[config.mk]
export PLATFORM = sky130hd
export DESIGN_NAME = sfe_top
export DESIGN_NICKNAME = d
export VERILOG_FILES = /design/src/hw/sfe_pkg.sv /design/src/hw/sfe_fifo_if.sv /design/src/hw/sfe_fifo.sv /design/src/hw/sfe_sync.sv /design/src/hw/sfe_top.sv
export SDC_FILE = /design/constraint.sdc
export NUM_CORES = 1
export LEC_CHECK = 0
export BUFFER_PORTS_ARGS = -buffer_cell sky130_fd_sc_hd__buf_2
export CORE_ASPECT_RATIO = 0.8
export CORE_UTILIZATION = 35
export DETAILED_ROUTE_END_ITERATION = 10
export GPL_TIMING_DRIVEN = 0
export PLACE_DENSITY_LB_ADDON = 0.15
export SLEW_MARGIN = 0
export SYNTH_ARGS = -nofsm -noshare
export SYNTH_HDL_FRONTEND = slang
export SYNTH_SLANG_ARGS = --single-unit
[constraint.sdc]
create_clock -name i_ref_clk -period 5.55 [get_ports i_ref_clk]
set_input_delay 0.2775 -clock i_ref_clk [delete_from_list [all_inputs] [get_ports i_ref_clk]]
set_output_delay 0.2775 -clock i_ref_clk [all_outputs]
set_load 0.01 [all_outputs]
[src/hw/sfe_pkg.sv]
// shared constants and types of the spi register and interrupt front end
package sfe_pkg;
	localparam int FIFO_DEPTH = 8;
	localparam logic [3:0] CNT_FULL = 4'h8;
	localparam logic [1:0] MODE_SPI = 2'h1;
	localparam logic [1:0] PROTO_STD = 2'h0;
	localparam logic [1:0] PROTO_TI = 2'h1;
	localparam logic [1:0] PROTO_NS = 2'h2;
	localparam logic [7:0] CMD_WRITE = 8'h01;
	localparam logic [7:0] CMD_READ = 8'h02;
	localparam int TXE_TRIG = 0;
	localparam int TXE_NOT_FULL = 1;
	localparam int TXE_EMPTY = 2;
	localparam int TXE_OVF = 3;
	localparam int TXE_UDF = 4;
	localparam int RXE_TRIG = 0;
	localparam int RXE_FULL = 1;
	localparam int RXE_NOT_EMPTY = 2;
	localparam int RXE_OVF = 3;
	localparam int RXE_UDF = 4;
	localparam int SPE_MDONE = 0;
	localparam int SPE_BUS_ERR = 1;
	localparam int SPE_AM_STOP = 2;
	localparam int SPE_AM_WSTOP = 3;
	localparam int SPE_WAKE = 4;
	localparam int SPE_STOP = 5;
	localparam int SPE_WSTOP = 6;
	localparam int SPE_RSTOP = 7;
	localparam logic [15:0] FRAME_RST = 16'h0000;
	localparam logic [4:0] EV5_RST = 5'h00;
	localparam logic [7:0] EV8_RST = 8'h00;
	localparam logic [3:0] CNT_RST = 4'h0;
	localparam logic [2:0] PTR_RST = 3'h0;
	typedef logic [15:0] sfe_frame_t;
	typedef logic [3:0] sfe_width_t;
	typedef logic [3:0] sfe_cnt_t;
	typedef logic [2:0] sfe_ptr_t;
	typedef logic [4:0] sfe_ev5_t;
	typedef logic [7:0] sfe_ev8_t;
	typedef enum logic {SFE_IDLE, SFE_FRAME} sfe_link_t;
	typedef struct packed {
		sfe_cnt_t count;
		sfe_ptr_t rptr;
		sfe_ptr_t wptr;
		logic valid;
	} sfe_qstat_t;
	localparam sfe_qstat_t QSTAT_RST = 11'h000;
endpackage

[src/hw/sfe_fifo_if.sv]
// carrier between the front end and one frame queue
`timescale 1ns/1ps
`default_nettype none
interface sfe_fifo_if;
	import sfe_pkg::*;
	logic push;
	sfe_frame_t push_data;
	logic pop;
	logic clear;
	logic full;
	logic empty;
	sfe_cnt_t count;
	sfe_ptr_t rptr;
	sfe_ptr_t wptr;
	sfe_frame_t head;
	modport store(input push, push_data, pop, clear,
		output full, empty, count, rptr, wptr, head);
	modport user(output push, push_data, pop, clear,
		input full, empty, count, rptr, wptr, head);
endinterface
`default_nettype wire

[src/hw/sfe_fifo.sv]
// eight entry sixteen bit frame queue
`timescale 1ns/1ps
`default_nettype none
module sfe_fifo (
	input wire logic i_ref_clk,
	input wire logic i_rst_b,
	sfe_fifo_if.store f
);
	import sfe_pkg::*;
	typedef struct packed {
		sfe_frame_t [FIFO_DEPTH-1:0] mem;
		sfe_ptr_t rptr;
		sfe_ptr_t wptr;
		sfe_cnt_t count;
	} sfe_fifo_st_t;
	sfe_fifo_st_t st_r;
	sfe_fifo_st_t st_nxt;
	logic do_push;
	logic do_pop;
	always_comb begin
		st_nxt = st_r;
		do_push = f.push && (st_r.count != CNT_FULL);
		do_pop = f.pop && (st_r.count != CNT_RST);
		if (f.clear) begin
			st_nxt.rptr = PTR_RST;
			st_nxt.wptr = PTR_RST;
			st_nxt.count = CNT_RST;
		end else begin
			if (do_push) begin
				st_nxt.mem[st_r.wptr] = f.push_data;
				st_nxt.wptr = st_r.wptr + 3'h1;
			end
			if (do_pop) begin
				st_nxt.rptr = st_r.rptr + 3'h1;
			end
			case ({do_push, do_pop})
				2'b10: st_nxt.count = st_r.count + 4'h1;
				2'b01: st_nxt.count = st_r.count - 4'h1;
				default: st_nxt.count = st_r.count;
			endcase
		end
	end
	always_ff @(posedge i_ref_clk or negedge i_rst_b) begin
		if (!i_rst_b) begin
			st_r <= '0;
		end else begin
			st_r <= st_nxt;
		end
	end
	assign f.full = (st_r.count == CNT_FULL);
	assign f.empty = (st_r.count == CNT_RST);
	assign f.count = st_r.count;
	assign f.rptr = st_r.rptr;
	assign f.wptr = st_r.wptr;
	assign f.head = st_r.mem[st_r.rptr];
endmodule
`default_nettype wire

[src/hw/sfe_sync.sv]
// two stage synchroniser with one extra stage for edge finding
`timescale 1ns/1ps
`default_nettype none
module sfe_sync #(
	parameter int W = 3
) (
	input wire logic i_ref_clk,
	input wire logic i_rst_b,
	input wire logic [W-1:0] i_async,
	output logic [W-1:0] o_now,
	output logic [W-1:0] o_prev
);
	typedef struct packed {
		logic [W-1:0] s1;
		logic [W-1:0] s2;
		logic [W-1:0] s3;
	} sfe_sync_st_t;
	sfe_sync_st_t st_r;
	sfe_sync_st_t st_nxt;
	always_comb begin
		st_nxt.s1 = i_async;
		st_nxt.s2 = st_r.s1;
		st_nxt.s3 = st_r.s2;
	end
	// reset to ones: select idles high, so no false start at release
	always_ff @(posedge i_ref_clk or negedge i_rst_b) begin
		if (!i_rst_b) begin
			st_r <= '1;
		end else begin
			st_r <= st_nxt;
		end
	end
	assign o_now = st_r.s2;
	assign o_prev = st_r.s3;
endmodule
`default_nettype wire

[src/hw/sfe_top.sv]
// spi control, status, queue access and interrupt front end
// How it works
// all control and status fields fit within 32-bit registers
// global enable, interface type and external clocking select the block; the code activates on i_enable and i_if_mode only
// role, protocol, cpol/cpha submode and select pulse style are configurable
// bus busy is reported while a transfer is under way
// tx and rx each have frame width and bit order settings
// each queue has trigger level, clear with shift register, and freeze
// a software push appends a frame to the tx queue tail
// a software pop returns the oldest rx frame and removes it
// peek returns the oldest rx frame without removing it
// queue status gives count, read and write pointers and valid flag
// an address match value and mask are held
// tx interrupt is the or of enabled tx sources
// rx interrupt is the or of enabled rx sources
// master done and unexpected deselect bus error events
// slave deselect after addressed-memory transfer, and after such a write
// tx trigger while tx queue holds fewer than the trigger level
// tx not full, empty, overflow and underflow events
// rx full, not empty, overflow and underflow events
// select assertion raises wake request when externally clocked
// externally clocked stop events for any, write and read transfers
// the interrupt outputs stay inside the chip, never on a pin
// frozen queue ignores hardware reads and writes, pointers hold
// tx and rx queues are eight entries of sixteen bits each
// every interrupt source has its own mask bit before the or
`timescale 1ns/1ps
`default_nettype none
module sfe_top (
	input wire logic i_ref_clk,
	input wire logic i_rst_b,
	input wire logic i_enable,
	input wire logic [1:0] i_if_mode,
	input wire logic i_ext_clk,
	input wire logic i_master,
	input wire logic [1:0] i_protocol,
	input wire logic i_cpol,
	input wire logic i_cpha,
	input wire logic i_select_precede,
	input wire logic i_am_mode,
	input wire sfe_pkg::sfe_width_t i_tx_width,
	input wire logic i_tx_msb_first,
	input wire sfe_pkg::sfe_width_t i_rx_width,
	input wire logic i_rx_msb_first,
	input wire sfe_pkg::sfe_cnt_t i_tx_trig,
	input wire logic i_tx_clear,
	input wire logic i_tx_freeze,
	input wire sfe_pkg::sfe_cnt_t i_rx_trig,
	input wire logic i_rx_clear,
	input wire logic i_rx_freeze,
	input wire logic i_tx_push,
	input wire sfe_pkg::sfe_frame_t i_tx_data,
	input wire logic i_rx_pop,
	input wire logic [7:0] i_match_addr,
	input wire logic [7:0] i_match_mask,
	input wire sfe_pkg::sfe_ev5_t i_tx_mask,
	input wire sfe_pkg::sfe_ev5_t i_rx_mask,
	input wire sfe_pkg::sfe_ev8_t i_spi_mask,
	input wire sfe_pkg::sfe_ev5_t i_tx_evt_clr,
	input wire sfe_pkg::sfe_ev5_t i_rx_evt_clr,
	input wire sfe_pkg::sfe_ev8_t i_spi_evt_clr,
	input wire logic i_sclk,
	input wire logic i_ss_b,
	input wire logic i_mosi,
	output logic o_miso,
	output logic o_miso_oe_b,
	output logic o_bus_busy,
	output sfe_pkg::sfe_qstat_t o_tx_status,
	output sfe_pkg::sfe_qstat_t o_rx_status,
	output sfe_pkg::sfe_frame_t o_rx_pop_data,
	output sfe_pkg::sfe_frame_t o_rx_peek_data,
	output logic [7:0] o_match_addr,
	output logic [7:0] o_match_mask,
	output logic o_match_hit,
	output sfe_pkg::sfe_ev5_t o_tx_events,
	output sfe_pkg::sfe_ev5_t o_rx_events,
	output sfe_pkg::sfe_ev8_t o_spi_events,
	output logic o_tx_irq,
	output logic o_rx_irq,
	output logic o_spi_irq
);
	import sfe_pkg::*;
	typedef struct packed {
		sfe_link_t link;
		sfe_cnt_t cnt;
		sfe_frame_t rx_sh;
		sfe_frame_t tx_sh;
		logic [7:0] cmd;
		logic got;
		logic miso;
		logic oe_b;
		logic busy;
		sfe_qstat_t tx_stat;
		sfe_qstat_t rx_stat;
		sfe_frame_t pop_data;
		sfe_frame_t peek_data;
		logic [7:0] m_addr;
		logic [7:0] m_mask;
		logic hit;
		sfe_ev5_t tx_stk;
		sfe_ev5_t rx_stk;
		sfe_ev8_t spi_stk;
		sfe_ev5_t tx_src;
		sfe_ev5_t rx_src;
		sfe_ev8_t spi_src;
		logic tx_irq;
		logic rx_irq;
		logic spi_irq;
	} sfe_top_st_t;
	sfe_top_st_t st_r;
	sfe_top_st_t st_nxt;
	sfe_fifo_if tq ();
	sfe_fifo_if rq ();
	logic [2:0] pin_now;
	logic [2:0] pin_prev;
	logic act;
	logic eff_cpol;
	logic eff_cpha;
	logic sel;
	logic sel_prev;
	logic rise;
	logic fall;
	logic samp;
	logic shft;
	logic start;
	logic stop;
	logic ld;
	sfe_frame_t frame;
	sfe_ev5_t tx_pulse;
	sfe_ev5_t rx_pulse;
	sfe_ev8_t spi_pulse;
	sfe_ev5_t tx_lvl;
	sfe_ev5_t rx_lvl;
	function automatic sfe_width_t bit_idx(input logic msb,
		input sfe_width_t w, input sfe_cnt_t c);
		return msb ? (w - c) : c;
	endfunction
	sfe_fifo u_tx_fifo (
		.i_ref_clk(i_ref_clk),
		.i_rst_b(i_rst_b),
		.f(tq.store)
	);
	sfe_fifo u_rx_fifo (
		.i_ref_clk(i_ref_clk),
		.i_rst_b(i_rst_b),
		.f(rq.store)
	);
	sfe_sync #(.W(3)) u_pin_sync (
		.i_ref_clk(i_ref_clk),
		.i_rst_b(i_rst_b),
		.i_async({i_sclk, i_ss_b, i_mosi}),
		.o_now(pin_now),
		.o_prev(pin_prev)
	);
	always_comb begin
		st_nxt = st_r;
		tx_pulse = EV5_RST;
		rx_pulse = EV5_RST;
		spi_pulse = EV8_RST;
		ld = 1'b0;
		frame = FRAME_RST;
		// disabling wipes queues and link state, as re-enable must
		act = i_enable && (i_if_mode == MODE_SPI);
		// ti only runs mode 1 and ns only mode 0
		eff_cpol = (i_protocol == PROTO_STD) ? i_cpol : 1'b0;
		eff_cpha = (i_protocol == PROTO_TI) ? 1'b1 :
			(i_protocol == PROTO_NS) ? 1'b0 : i_cpha;
		rise = pin_now[2] && !pin_prev[2];
		fall = !pin_now[2] && pin_prev[2];
		samp = (eff_cpol == eff_cpha) ? rise : fall;
		shft = (eff_cpol == eff_cpha) ? fall : rise;
		// ti select is an active high pulse, others active low
		sel = (i_protocol == PROTO_TI) ? pin_now[1] : !pin_now[1];
		sel_prev = (i_protocol == PROTO_TI) ? pin_prev[1] : !pin_prev[1];
		if (i_protocol == PROTO_TI) begin
			start = i_select_precede ? (!sel && sel_prev) :
				(sel && !sel_prev);
			stop = 1'b0;
		end else begin
			start = sel && !sel_prev;
			stop = !sel && sel_prev;
		end
		tq.clear = !act || i_tx_clear;
		rq.clear = !act || i_rx_clear;
		tq.push = act && i_tx_push && !tq.full;
		tq.push_data = i_tx_data;
		tx_pulse[TXE_OVF] = act && i_tx_push && tq.full;
		rq.pop = act && i_rx_pop && !rq.empty;
		rx_pulse[RXE_UDF] = act && i_rx_pop && rq.empty;
		if (rq.pop) begin
			st_nxt.pop_data = rq.head;
		end
		st_nxt.peek_data = rq.head;
		tq.pop = 1'b0;
		rq.push = 1'b0;
		rq.push_data = FRAME_RST;
		st_nxt.m_addr = i_match_addr;
		st_nxt.m_mask = i_match_mask;
		if (!act) begin
			st_nxt.link = SFE_IDLE;
			st_nxt.cnt = CNT_RST;
			st_nxt.rx_sh = FRAME_RST;
			st_nxt.tx_sh = FRAME_RST;
			st_nxt.got = 1'b0;
			st_nxt.miso = 1'b0;
		end else if (start) begin
			st_nxt.link = SFE_FRAME;
			st_nxt.cnt = CNT_RST;
			st_nxt.rx_sh = FRAME_RST;
			st_nxt.got = 1'b0;
			ld = 1'b1;
			spi_pulse[SPE_WAKE] = i_ext_clk;
		end else if (stop) begin
			st_nxt.link = SFE_IDLE;
			// select gone with bits still pending in the frame
			spi_pulse[SPE_BUS_ERR] = (st_r.cnt != CNT_RST);
			spi_pulse[SPE_MDONE] = i_master && st_r.got &&
				(st_r.cnt == CNT_RST);
			spi_pulse[SPE_AM_STOP] = i_am_mode && st_r.got;
			spi_pulse[SPE_AM_WSTOP] = i_am_mode && st_r.got &&
				(st_r.cmd == CMD_WRITE);
			spi_pulse[SPE_STOP] = i_ext_clk;
			spi_pulse[SPE_WSTOP] = i_ext_clk && st_r.got &&
				(st_r.cmd == CMD_WRITE);
			spi_pulse[SPE_RSTOP] = i_ext_clk && st_r.got &&
				(st_r.cmd == CMD_READ);
		end else if (st_r.link == SFE_FRAME) begin
			if (samp) begin
				st_nxt.rx_sh[bit_idx(i_rx_msb_first, i_rx_width,
					st_r.cnt)] = pin_now[0];
				if (st_r.cnt == i_rx_width) begin
					frame = st_nxt.rx_sh;
					st_nxt.rx_sh = FRAME_RST;
					st_nxt.cnt = CNT_RST;
					if (!i_rx_freeze) begin
						rq.push = !rq.full;
						rq.push_data = frame;
						rx_pulse[RXE_OVF] = rq.full;
					end
					if (!st_r.got) begin
						st_nxt.cmd = frame[7:0];
						st_nxt.hit = ((frame[7:0] ^ st_r.m_addr) &
							st_r.m_mask) == 8'h00;
					end
					st_nxt.got = 1'b1;
					// a ti frame needs its own select pulse
					if (i_protocol == PROTO_TI) begin
						st_nxt.link = SFE_IDLE;
					end else begin
						ld = 1'b1;
					end
				end else begin
					st_nxt.cnt = st_r.cnt + 4'h1;
				end
			end
			if (shft) begin
				st_nxt.miso = st_r.tx_sh[bit_idx(i_tx_msb_first,
					i_tx_width, st_r.cnt)];
			end
		end
		if (ld) begin
			// frozen: keep the old shift word, queue untouched
			if (!i_tx_freeze) begin
				if (tq.empty) begin
					tx_pulse[TXE_UDF] = 1'b1;
					st_nxt.tx_sh = FRAME_RST;
				end else begin
					tq.pop = 1'b1;
					st_nxt.tx_sh = tq.head;
				end
			end
			if (start && !eff_cpha) begin
				st_nxt.miso = st_nxt.tx_sh[bit_idx(i_tx_msb_first,
					i_tx_width, CNT_RST)];
			end
		end
		if (i_tx_clear) begin
			st_nxt.tx_sh = FRAME_RST;
		end
		if (i_rx_clear) begin
			st_nxt.rx_sh = FRAME_RST;
			st_nxt.cnt = CNT_RST;
		end
		st_nxt.busy = act && (st_nxt.link == SFE_FRAME);
		st_nxt.oe_b = !(act && !i_master && sel);
		st_nxt.tx_stat = {tq.count, tq.rptr, tq.wptr, !tq.empty};
		st_nxt.rx_stat = {rq.count, rq.rptr, rq.wptr, !rq.empty};
		tx_lvl = EV5_RST;
		tx_lvl[TXE_TRIG] = tq.count < i_tx_trig;
		tx_lvl[TXE_NOT_FULL] = !tq.full;
		tx_lvl[TXE_EMPTY] = tq.empty;
		rx_lvl = EV5_RST;
		rx_lvl[RXE_TRIG] = rq.count > i_rx_trig;
		rx_lvl[RXE_FULL] = rq.full;
		rx_lvl[RXE_NOT_EMPTY] = !rq.empty;
		// set wins over a clear in the same cycle
		st_nxt.tx_stk = (st_r.tx_stk & ~i_tx_evt_clr) | tx_pulse;
		st_nxt.rx_stk = (st_r.rx_stk & ~i_rx_evt_clr) | rx_pulse;
		st_nxt.spi_stk = (st_r.spi_stk & ~i_spi_evt_clr) | spi_pulse;
		st_nxt.tx_src = st_nxt.tx_stk | tx_lvl;
		st_nxt.rx_src = st_nxt.rx_stk | rx_lvl;
		st_nxt.spi_src = st_nxt.spi_stk;
		st_nxt.tx_irq = |(st_nxt.tx_src & i_tx_mask);
		st_nxt.rx_irq = |(st_nxt.rx_src & i_rx_mask);
		st_nxt.spi_irq = |(st_nxt.spi_src & i_spi_mask);
	end
	always_ff @(posedge i_ref_clk or negedge i_rst_b) begin
		if (!i_rst_b) begin
			st_r <= '0;
			st_r.oe_b <= 1'b1;
		end else begin
			st_r <= st_nxt;
		end
	end
	assign o_miso = st_r.miso;
	assign o_miso_oe_b = st_r.oe_b;
	assign o_bus_busy = st_r.busy;
	assign o_tx_status = st_r.tx_stat;
	assign o_rx_status = st_r.rx_stat;
	assign o_rx_pop_data = st_r.pop_data;
	assign o_rx_peek_data = st_r.peek_data;
	assign o_match_addr = st_r.m_addr;
	assign o_match_mask = st_r.m_mask;
	assign o_match_hit = st_r.hit;
	assign o_tx_events = st_r.tx_src;
	assign o_rx_events = st_r.rx_src;
	assign o_spi_events = st_r.spi_src;
	// interrupt lines are for the on-chip controller only
	assign o_tx_irq = st_r.tx_irq;
	assign o_rx_irq = st_r.rx_irq;
	assign o_spi_irq = st_r.spi_irq;
endmodule
`default_nettype wire

# --- After elaboration in Yosys (flattened, before gate mapping) ---
# Cells that the tools add are included.
totals:
  latchBits: 0
  word_cells: 292
  romBits: 0
  ff_bits: 436
  in_bits: 108
  ramBits: 0
  output_inout_bits: 95
  mem_count: 0
op_classes:
  n_div: 0
  order_cmp: 12
  reduce_logical: 67
  multipliers: 0
  n_eq_ne: 22
  shifts: 0
  n_bitwise: 21
  add_sub_neg: 11
  muxes: 104
ops:
  columns: ["operator", "n"]
  rows:
  - ["$mux W16", 18]
  - ["$bwmux W128", 2]
  - ["$bmux W16 S3", 2]
  - ["$demux W16 S3", 2]
  - ["$mux W21", 4]
  - ["$mux W1", 50]
  - ["$mux W20", 2]
  - ["$logic_and A1 B1 Y1", 29]
  - ["$and A8 B8 Y8", 3]
  - ["$mux W4", 6]
  - ["$and A5 B5 Y5", 4]
  - ["$mux W10", 2]
  - ["$mux W3", 6]
  - ["$bwmux W16", 1]
  - ["$lt A3 B4 Y1 const B", 4]
  - ["$pmux W4 S2", 2]
  - ["$lt A4 B5 Y1 const B", 3]
  - ["$logic_not A1 Y1", 14]
  - ["$add A3 B1 Y3 const B", 4]
  - ["$add A4 B1 Y4 const B", 3]
  - ["$logic_not A4 Y1", 3]
  - ["$ne A4 B4 Y1 const B", 3]
  - ["$reduce_bool A4 Y1", 3]
  - ["$not A5 Y5", 2]
  - ["39 further kinds", 65]

# --- Logic depth before layout (Yosys ltp) ---
logic_depth:
  ltp_word: 15
  ltp_mapped: 14

# --- Modules after synthesis ---
# From an unflattened synthesis, not the netlist that was laid out.
hier_totals:
  cells_unflattened: 1549
  area_unflattened_um2: 21267.9
by_module_without_submodules:
  columns: ["module", "cells_per_inst", "instances", "seq_area_each_um2", "area_per_inst_um2"]
  rows:
  - ["sfe_top", 701, 1, 3654.8, 7502.2]
  - ["sfe_fifo at u_tx_fifo", 418, 1, 3453.3, 6754.0]
  - ["sfe_fifo at u_rx_fifo", 418, 1, 3453.3, 6752.7]
  - ["sfe_sync", 12, 1, 236.5, 259.0]

# --- Worst setup path before layout ---
# OpenSTA, ideal clock, no wires.
synth_timing:
  path_kind: "flip-flop to flip-flop"
  from: "register st_r[155] in the netlist's numbering"
  to: "register u_tx_fifo.st_r (netlist bit u_tx_fifo.f.count[3])"
  n_path_buf: 0
  setup_ns: 0.130
  slack_ns: 2.391
  t_arrival_ns: 3.029
  path_stages_with_launch: 15
  cell_sequence: "dfrtp_1 inv_1 ha_1 nand3_1 a2111oi_0 o211ai_1 a21oi_2 nand3_1 inv_1 ha_1 a21o_1 a21oi_1 mux2i_1 xnor2_1 nor2_1"
synth_via:
  elab_chain_len: 12
synth_rtl:
  columns: ["item", "line", "text"]
  rows:
  - ["from (decl)", "sfe_top.sv:110", "sfe_top_st_t st_r;"]
  - ["from (signal assigned)", "sfe_top.sv:312", "st_r <= st_nxt;"]
  - ["$eq A4 B4 Y1 *", "sfe_top.sv:231", "if (st_r.cnt == i_rx_width) begin"]
  - ["$mux W1 *", "sfe_top.sv:231", null]
  - ["$mux W1 *", "sfe_top.sv:228", "if (samp) begin"]
  - ["$mux W1 *", "sfe_top.sv:227", "end else if (st_r.link == SFE_FRAME) begin"]
  - ["$mux W1 *", "sfe_top.sv:213", "end else if (stop) begin"]
  - ["$mux W1 *", "sfe_top.sv:206", "end else if (start) begin"]
  - ["$mux W1 *", "sfe_top.sv:199", "if (!act) begin"]
  - ["$mux W1 *", "sfe_top.sv:261", "if (ld) begin"]
  - ["$logic_and A1 B1 Y1 *", "sfe_fifo.sv:23", "do_pop = f.pop && (st_r.count != CNT_RST);"]
  - ["$eq A2 B1 Y1 / $eq A2 B2 Y1 (equally long branches)", "sfe_fifo.sv:36", "case ({do_push, do_pop})"]
  - ["$pmux W4 S2", "sfe_fifo.sv:36", null]
  - ["$mux W10", "sfe_fifo.sv:24", "if (f.clear) begin"]
  - ["to (signal assigned)", "sfe_fifo.sv:47", "st_r <= st_nxt;"]
  - ["to (decl)", "sfe_fifo.sv:16", "sfe_fifo_st_t st_r;"]
# Mark *: on every way between the ends. The rest lies on a longest branch, timed or not.
# A chain may end at the register's enable or synchronous reset.

# --- Worst setup path after layout ---
layout_timing:
  from: "register st_r[155] in the netlist's numbering"
  to: "register u_rx_fifo.st_r[30] in the netlist's numbering"
layout_via:
  elab_chain_len: 15
layout_rtl:
  columns: ["item", "line", "text"]
  rows:
  - ["$sub A4 B4 Y4", "sfe_top.sv:136", "return msb ? (w - c) : c;"]
  - ["$mux W4", "sfe_top.sv:136", null]
  - ["$lt A4 B5 Y1 (not written as such) / $ge A4 B1 Y1 (equally long branches)", "sfe_top.sv:229", "st_nxt.rx_sh[bit_idx(i_rx_msb_first, i_rx_width,"]
  - ["$logic_and A1 B1 Y1 (not written as such)", "sfe_top.sv:229", null]
  - ["$mux W1 (not written as such)", "sfe_top.sv:229", null]
  - ["$demux W1 S4", "sfe_top.sv:229", null]
  - ["$bwmux W16", "sfe_top.sv:229", null]
  - ["$mux W16", "sfe_top.sv:235", "if (!i_rx_freeze) begin"]
  - ["$mux W16", "sfe_top.sv:231", null]
  - ["$mux W16", "sfe_top.sv:228", null]
  - ["$mux W16", "sfe_top.sv:227", null]
  - ["$mux W16", "sfe_top.sv:213", null]
  - ["$mux W16", "sfe_top.sv:206", null]
  - ["$mux W16", "sfe_top.sv:199", null]
  - ["$bwmux W128", "sfe_fifo.sv:30", "st_nxt.mem[st_r.wptr] = f.push_data;"]
  - ["to (signal assigned)", "sfe_fifo.sv:47", null]
  - ["to (decl)", "sfe_fifo.sv:16", null]
# Several ways; a longest one is shown, not always the timed one.

==> summary by stage <==
Layout
At the end of the flow, the number of nets in the layout was between 2000 and 2500. The area growth from synthesis to layout is 20.7%. In the final layout, the share of cells above drive strength 1 is 0.398.

The number of inserted filler cells in the final layout is 5431. The final non-filler cell total is between 2000 and 3000.

Placement
The number of input and output port buffers inserted is around 200. The setup slack after placement is approximately 1.5 ns. The sum of net half-perimeters after detailed placement is 39100 um. The post-placement cell count is 2569.

The weighted congestion at the end of routability-driven global placement is between 0.8 and 0.9.

GRT
The total global-route track usage is 0.189. The global-route congestion overflow total is 0. The via count of the first global-routing pass is between 10000 and 15000. The first global-routing pass estimated 85900 um of wire. Entering global routing, the biggest net connects roughly 120 pins. The number of antenna violations at the first check in global routing came to 5.

Routing
In this run the remaining antenna-violating nets after routing total 0. After detailed routing, the number of vias per cell comes to a little over 5. In this run, the number of DRC markers left after iteration 0 of detailed routing was roughly 860. For this run, design rule violations remaining after detail routing come to 0. The per-cell routed wire length is between 20 and 25 um. The total number of vias is 13800. The pre-antenna-repair detailed-routing pass consisted of 5 iterations.

The routed design has 55400 um of wire.

Clocking
The number of buffers between clock root and the deepest sink is 3. The count of buffers added by post-CTS timing repair for setup is 0. TritonCTS built the clock tree. The number of hold buffers added after CTS was 50. The library cell used as clock root buffer is clkbuf_16. After clock tree synthesis, the clock-pin slew on the worst setup and hold paths is roughly 0.06 ns.

The number of gates resized after cts is 0. The later-pin clock latency in the skew report is just under 0.6 ns. The number of H-tree levels is 2. Clock tree synthesis found a total of between 400 and 500 sinks. The total CTS buffers is 49.

Logic synthesis
The cell area that synthesis handed to floorplanning was between 20000 and 25000 um2. For this run, the leading register cell type out of synthesis is dfrtp_1. dfrtp_1 takes more of the synthesized area than any other cell. The number of nets in the synthesized netlist is 1731. The register bit total from synthesis is 430. The cell count after synthesis is about 1600.

Yosys mapped the design onto between 80 and 90 distinct sky130hd cell types. Yosys printed 0 warnings. The synthesized area divided by synthesized cell count is about 13 um2.

Sorting the synthesized cells by area gives the leading types as dfrtp_1 51%, mux2_2 15%, mux4_2 6.9%. The share of the Yosys chip area taken by registers is 0.524. Of all flip-flops after synthesis, the portion carrying an async set or reset was 1.00.

The number of synthesized flops with an enable pin is 0. The fraction of synthesized cell area taken by the top area cell type is 0.512.

Floorplanning
The horizontal die dimension is 273 um. The height of the chip is approximately 220 um. For this configuration, the core starts out at a cell density of 0.354. The initialized floorplan defines 79 standard-cell rows. The core region is around 58000 um2.

The die covers around 60000 um2. Pin placement for this block handled just over 200 I/O pins.

Timing
The clock tree skew after final layout is around 0.016 ns. The setup slack of the critical path after layout is 1.45 ns. The max-slew headroom at the worst pin is 0.159. The total count of max-transition violations in the final report is 0.

In the final timing run, aggregate negative setup slack is 0 ns. The final count of negative-setup-slack endpoints is 0. Setup repair after global routing left no endpoint under its margin. The fraction of the cycle the final worst path needs is 0.739. The measured slew at the worst slew-check pin is 1.25 ns. The hold violation count in the final report was 0. Derived from the worst setup path, the maximum achievable clock frequency is roughly 240 MHz.

The shortest period the worst path allows is ~4.1 ns.

Power and ir drop
VDD sags by at most around 0.19 mV. The total power after layout is approximately 7000 uW. In this run the power density over the cells is 282 nW/um2. The static leakage power is 0.0121 uW.

Hold path
The number of instances on the worst hold path is 2. The worst hold path class is in2reg.

Setup path
The class of the most critical setup path is reg2reg. At the worst endpoint, the required time is roughly 6.0 ns. The data arrival time of the critical path is around 4.6 ns. The worst register-to-register path has a depth of 10.

Along the worst path, the maximum fanout reaches 8. The worst setup path is launched from a register. STA classifies the critical path endpoint as a register.

Outcome
The run finished with clean final reports.

Run
The max capacitance violation total is 0.
-- final timing paths --
check / startpoint / endpoint / slack (ns)
worst max-delay path: st_r[155] / u_rx_fifo.st_r[30] / 1.45
max in group asynchronous: i_rst_b / u_tx_fifo.st_r[23] / 3.65
min in group asynchronous: i_rst_b / o_rx_peek_data[2] / 0.29
worst min register to register: u_pin_sync.st_nxt[5] / u_pin_sync.o_now[2] / 0.36
worst min-delay path: i_tx_data[10] / u_tx_fifo.st_r[52] / 0.04
worst max register to register: st_r[155] / u_rx_fifo.st_r[30] / 1.45
-- area by class of cell --
cell class,instances,area [um2],area share
flip-flops and latches,430,10800,0.434
clock buffers,74,1470,0.0594
diodes,1,2.50,0.000101
inverters,42,158,0.00635
repair buffers,254,1600,0.0645
well taps,769,962,0.0388
clock inverters,15,213,0.00857
multi-input cells,959,8640,0.348
plain buffers,165,988,0.0398
-- cell families after synthesis --
kind of cell | count (synthesis) | synth area share
compound gates | 196 | 0.0623
fa+ha+maj | 27 | 0.0179
buf+inv | 207 | 0.0557
simple gates | 319 | 0.0808
flops | 430 | 0.524
mux | 390 | 0.247
xor+xnor | 27 | 0.0119
-- layer usage --
| layer | up-vias | share of wire | global-route usage |
|---|---|---|---|
| li1 | 6300 | - | - |
| met1 | 7052 | 0.51 | 0.293 |
| met2 | 351 | 0.42 | 0.270 |
| met3 | 75 | 0.053 | 0.0347 |
| met4 | 6 | 0.016 | 0.0453 |
| met5 | - | 0.00076 | 0 |
-- sequential cells by signal, summed over array words and instances, names as in the netlist, 2 cells and up --
register	count
u_tx_fifo.f.count	4
u_pin_sync.st_nxt	3
o_rx_status	11
st_r	51
u_tx_fifo.f.wptr	3
o_match_addr	8
u_tx_fifo.st_r	128
o_tx_events	5
o_match_mask	8
o_rx_peek_data	16
o_tx_status	11
u_pin_sync.o_prev	2
u_pin_sync.o_now	3
u_rx_fifo.f.count	4
o_spi_events	8
o_rx_events	5
o_rx_pop_data	16
u_rx_fifo.st_r	128
u_rx_fifo.f.wptr	3
u_tx_fifo.f.rptr	3
u_rx_fifo.f.rptr	3
-- worst max-delay path, stage by stage (launching register included) --
cell and delay (ns):
dfrtp_1 0.49, inv_1 0.21, ha_1 0.32, nor2b_1 0.14, o21ai_0 0.36, a311oi_2 0.33
nor3_2 0.51, nand3_1 0.31, mux2i_1 0.67, nor2_1 0.30, mux2_2 0.34
-- through the flow --
stage,cell area (um2),utilization,hold WS (ns)
3_3_place_gp,22500,0.388,0.348
3_5_place_dp,22600,0.389,0.344
5_1_grt,24800,0.427,0.0261
6_report,24800,0.427,0.0378
2_1_floorplan,20600,-,-0.0181
4_1_cts,24800,0.427,0.00196
-- Yosys cell counts (5+ instances only) --
cell and n:
a21oi_1 33, nand3_1 26, and2_1 9, mux2_4 10, buf_2 13, o22ai_1 7
nor4_1 6, nor2_1 80, a22oi_1 20, or2_2 5, clkbuf_1 50, o21ai_0 70
nand3b_1 6, ha_1 23, xor2_1 15, mux2i_1 40, buf_1 9, nor3_1 12
inv_1 40, a211oi_1 5, nand2b_1 14, o31ai_1 5, nor2b_1 22, xnor2_1 11
dfrtp_1 421, a21o_1 8, nand2_1 95, and3_1 8, mux2_2 277, mux4_2 63
dfstp_2 9, buf_4 92, a22o_1 6
-- report_power, final --
part           internal [uW]  switching (uW)  leakage (uW)
Combinational            170             235       0.00541
Clock                   2060            1340      0.000825
Sequential              3180            26.8       0.00589
Total                   5410            1600        0.0121
-- cells in the final DEF, fill, tap and decap left out, drive strengths merged, types with 6 or more instances in the layout --
master,netlist,routed
o31ai,6,6
nor2b,22,22
nand2b,14,14
and3,8,8
a21o,8,8
dlygate4sd3,0,50
or2,6,6
clkbuf,50,124
and2,9,9
buf,115,319
dfrtp,421,421
ha,23,23
a21oi,35,35
nor2,81,81
mux4,63,63
clkinv,2,9
dfstp,9,9
mux2,287,287
nand3,26,26
nand3b,7,7
inv,40,41
o22ai,7,7
a22o,6,6
nand2,95,95
nand4,8,8
nor4,8,8
xor2,16,16
a22oi,20,20
nor3,14,14
o21ai,71,71
xnor2,11,11
mux2i,40,40
No activity file was read; power rests on OpenSTA's default activity.
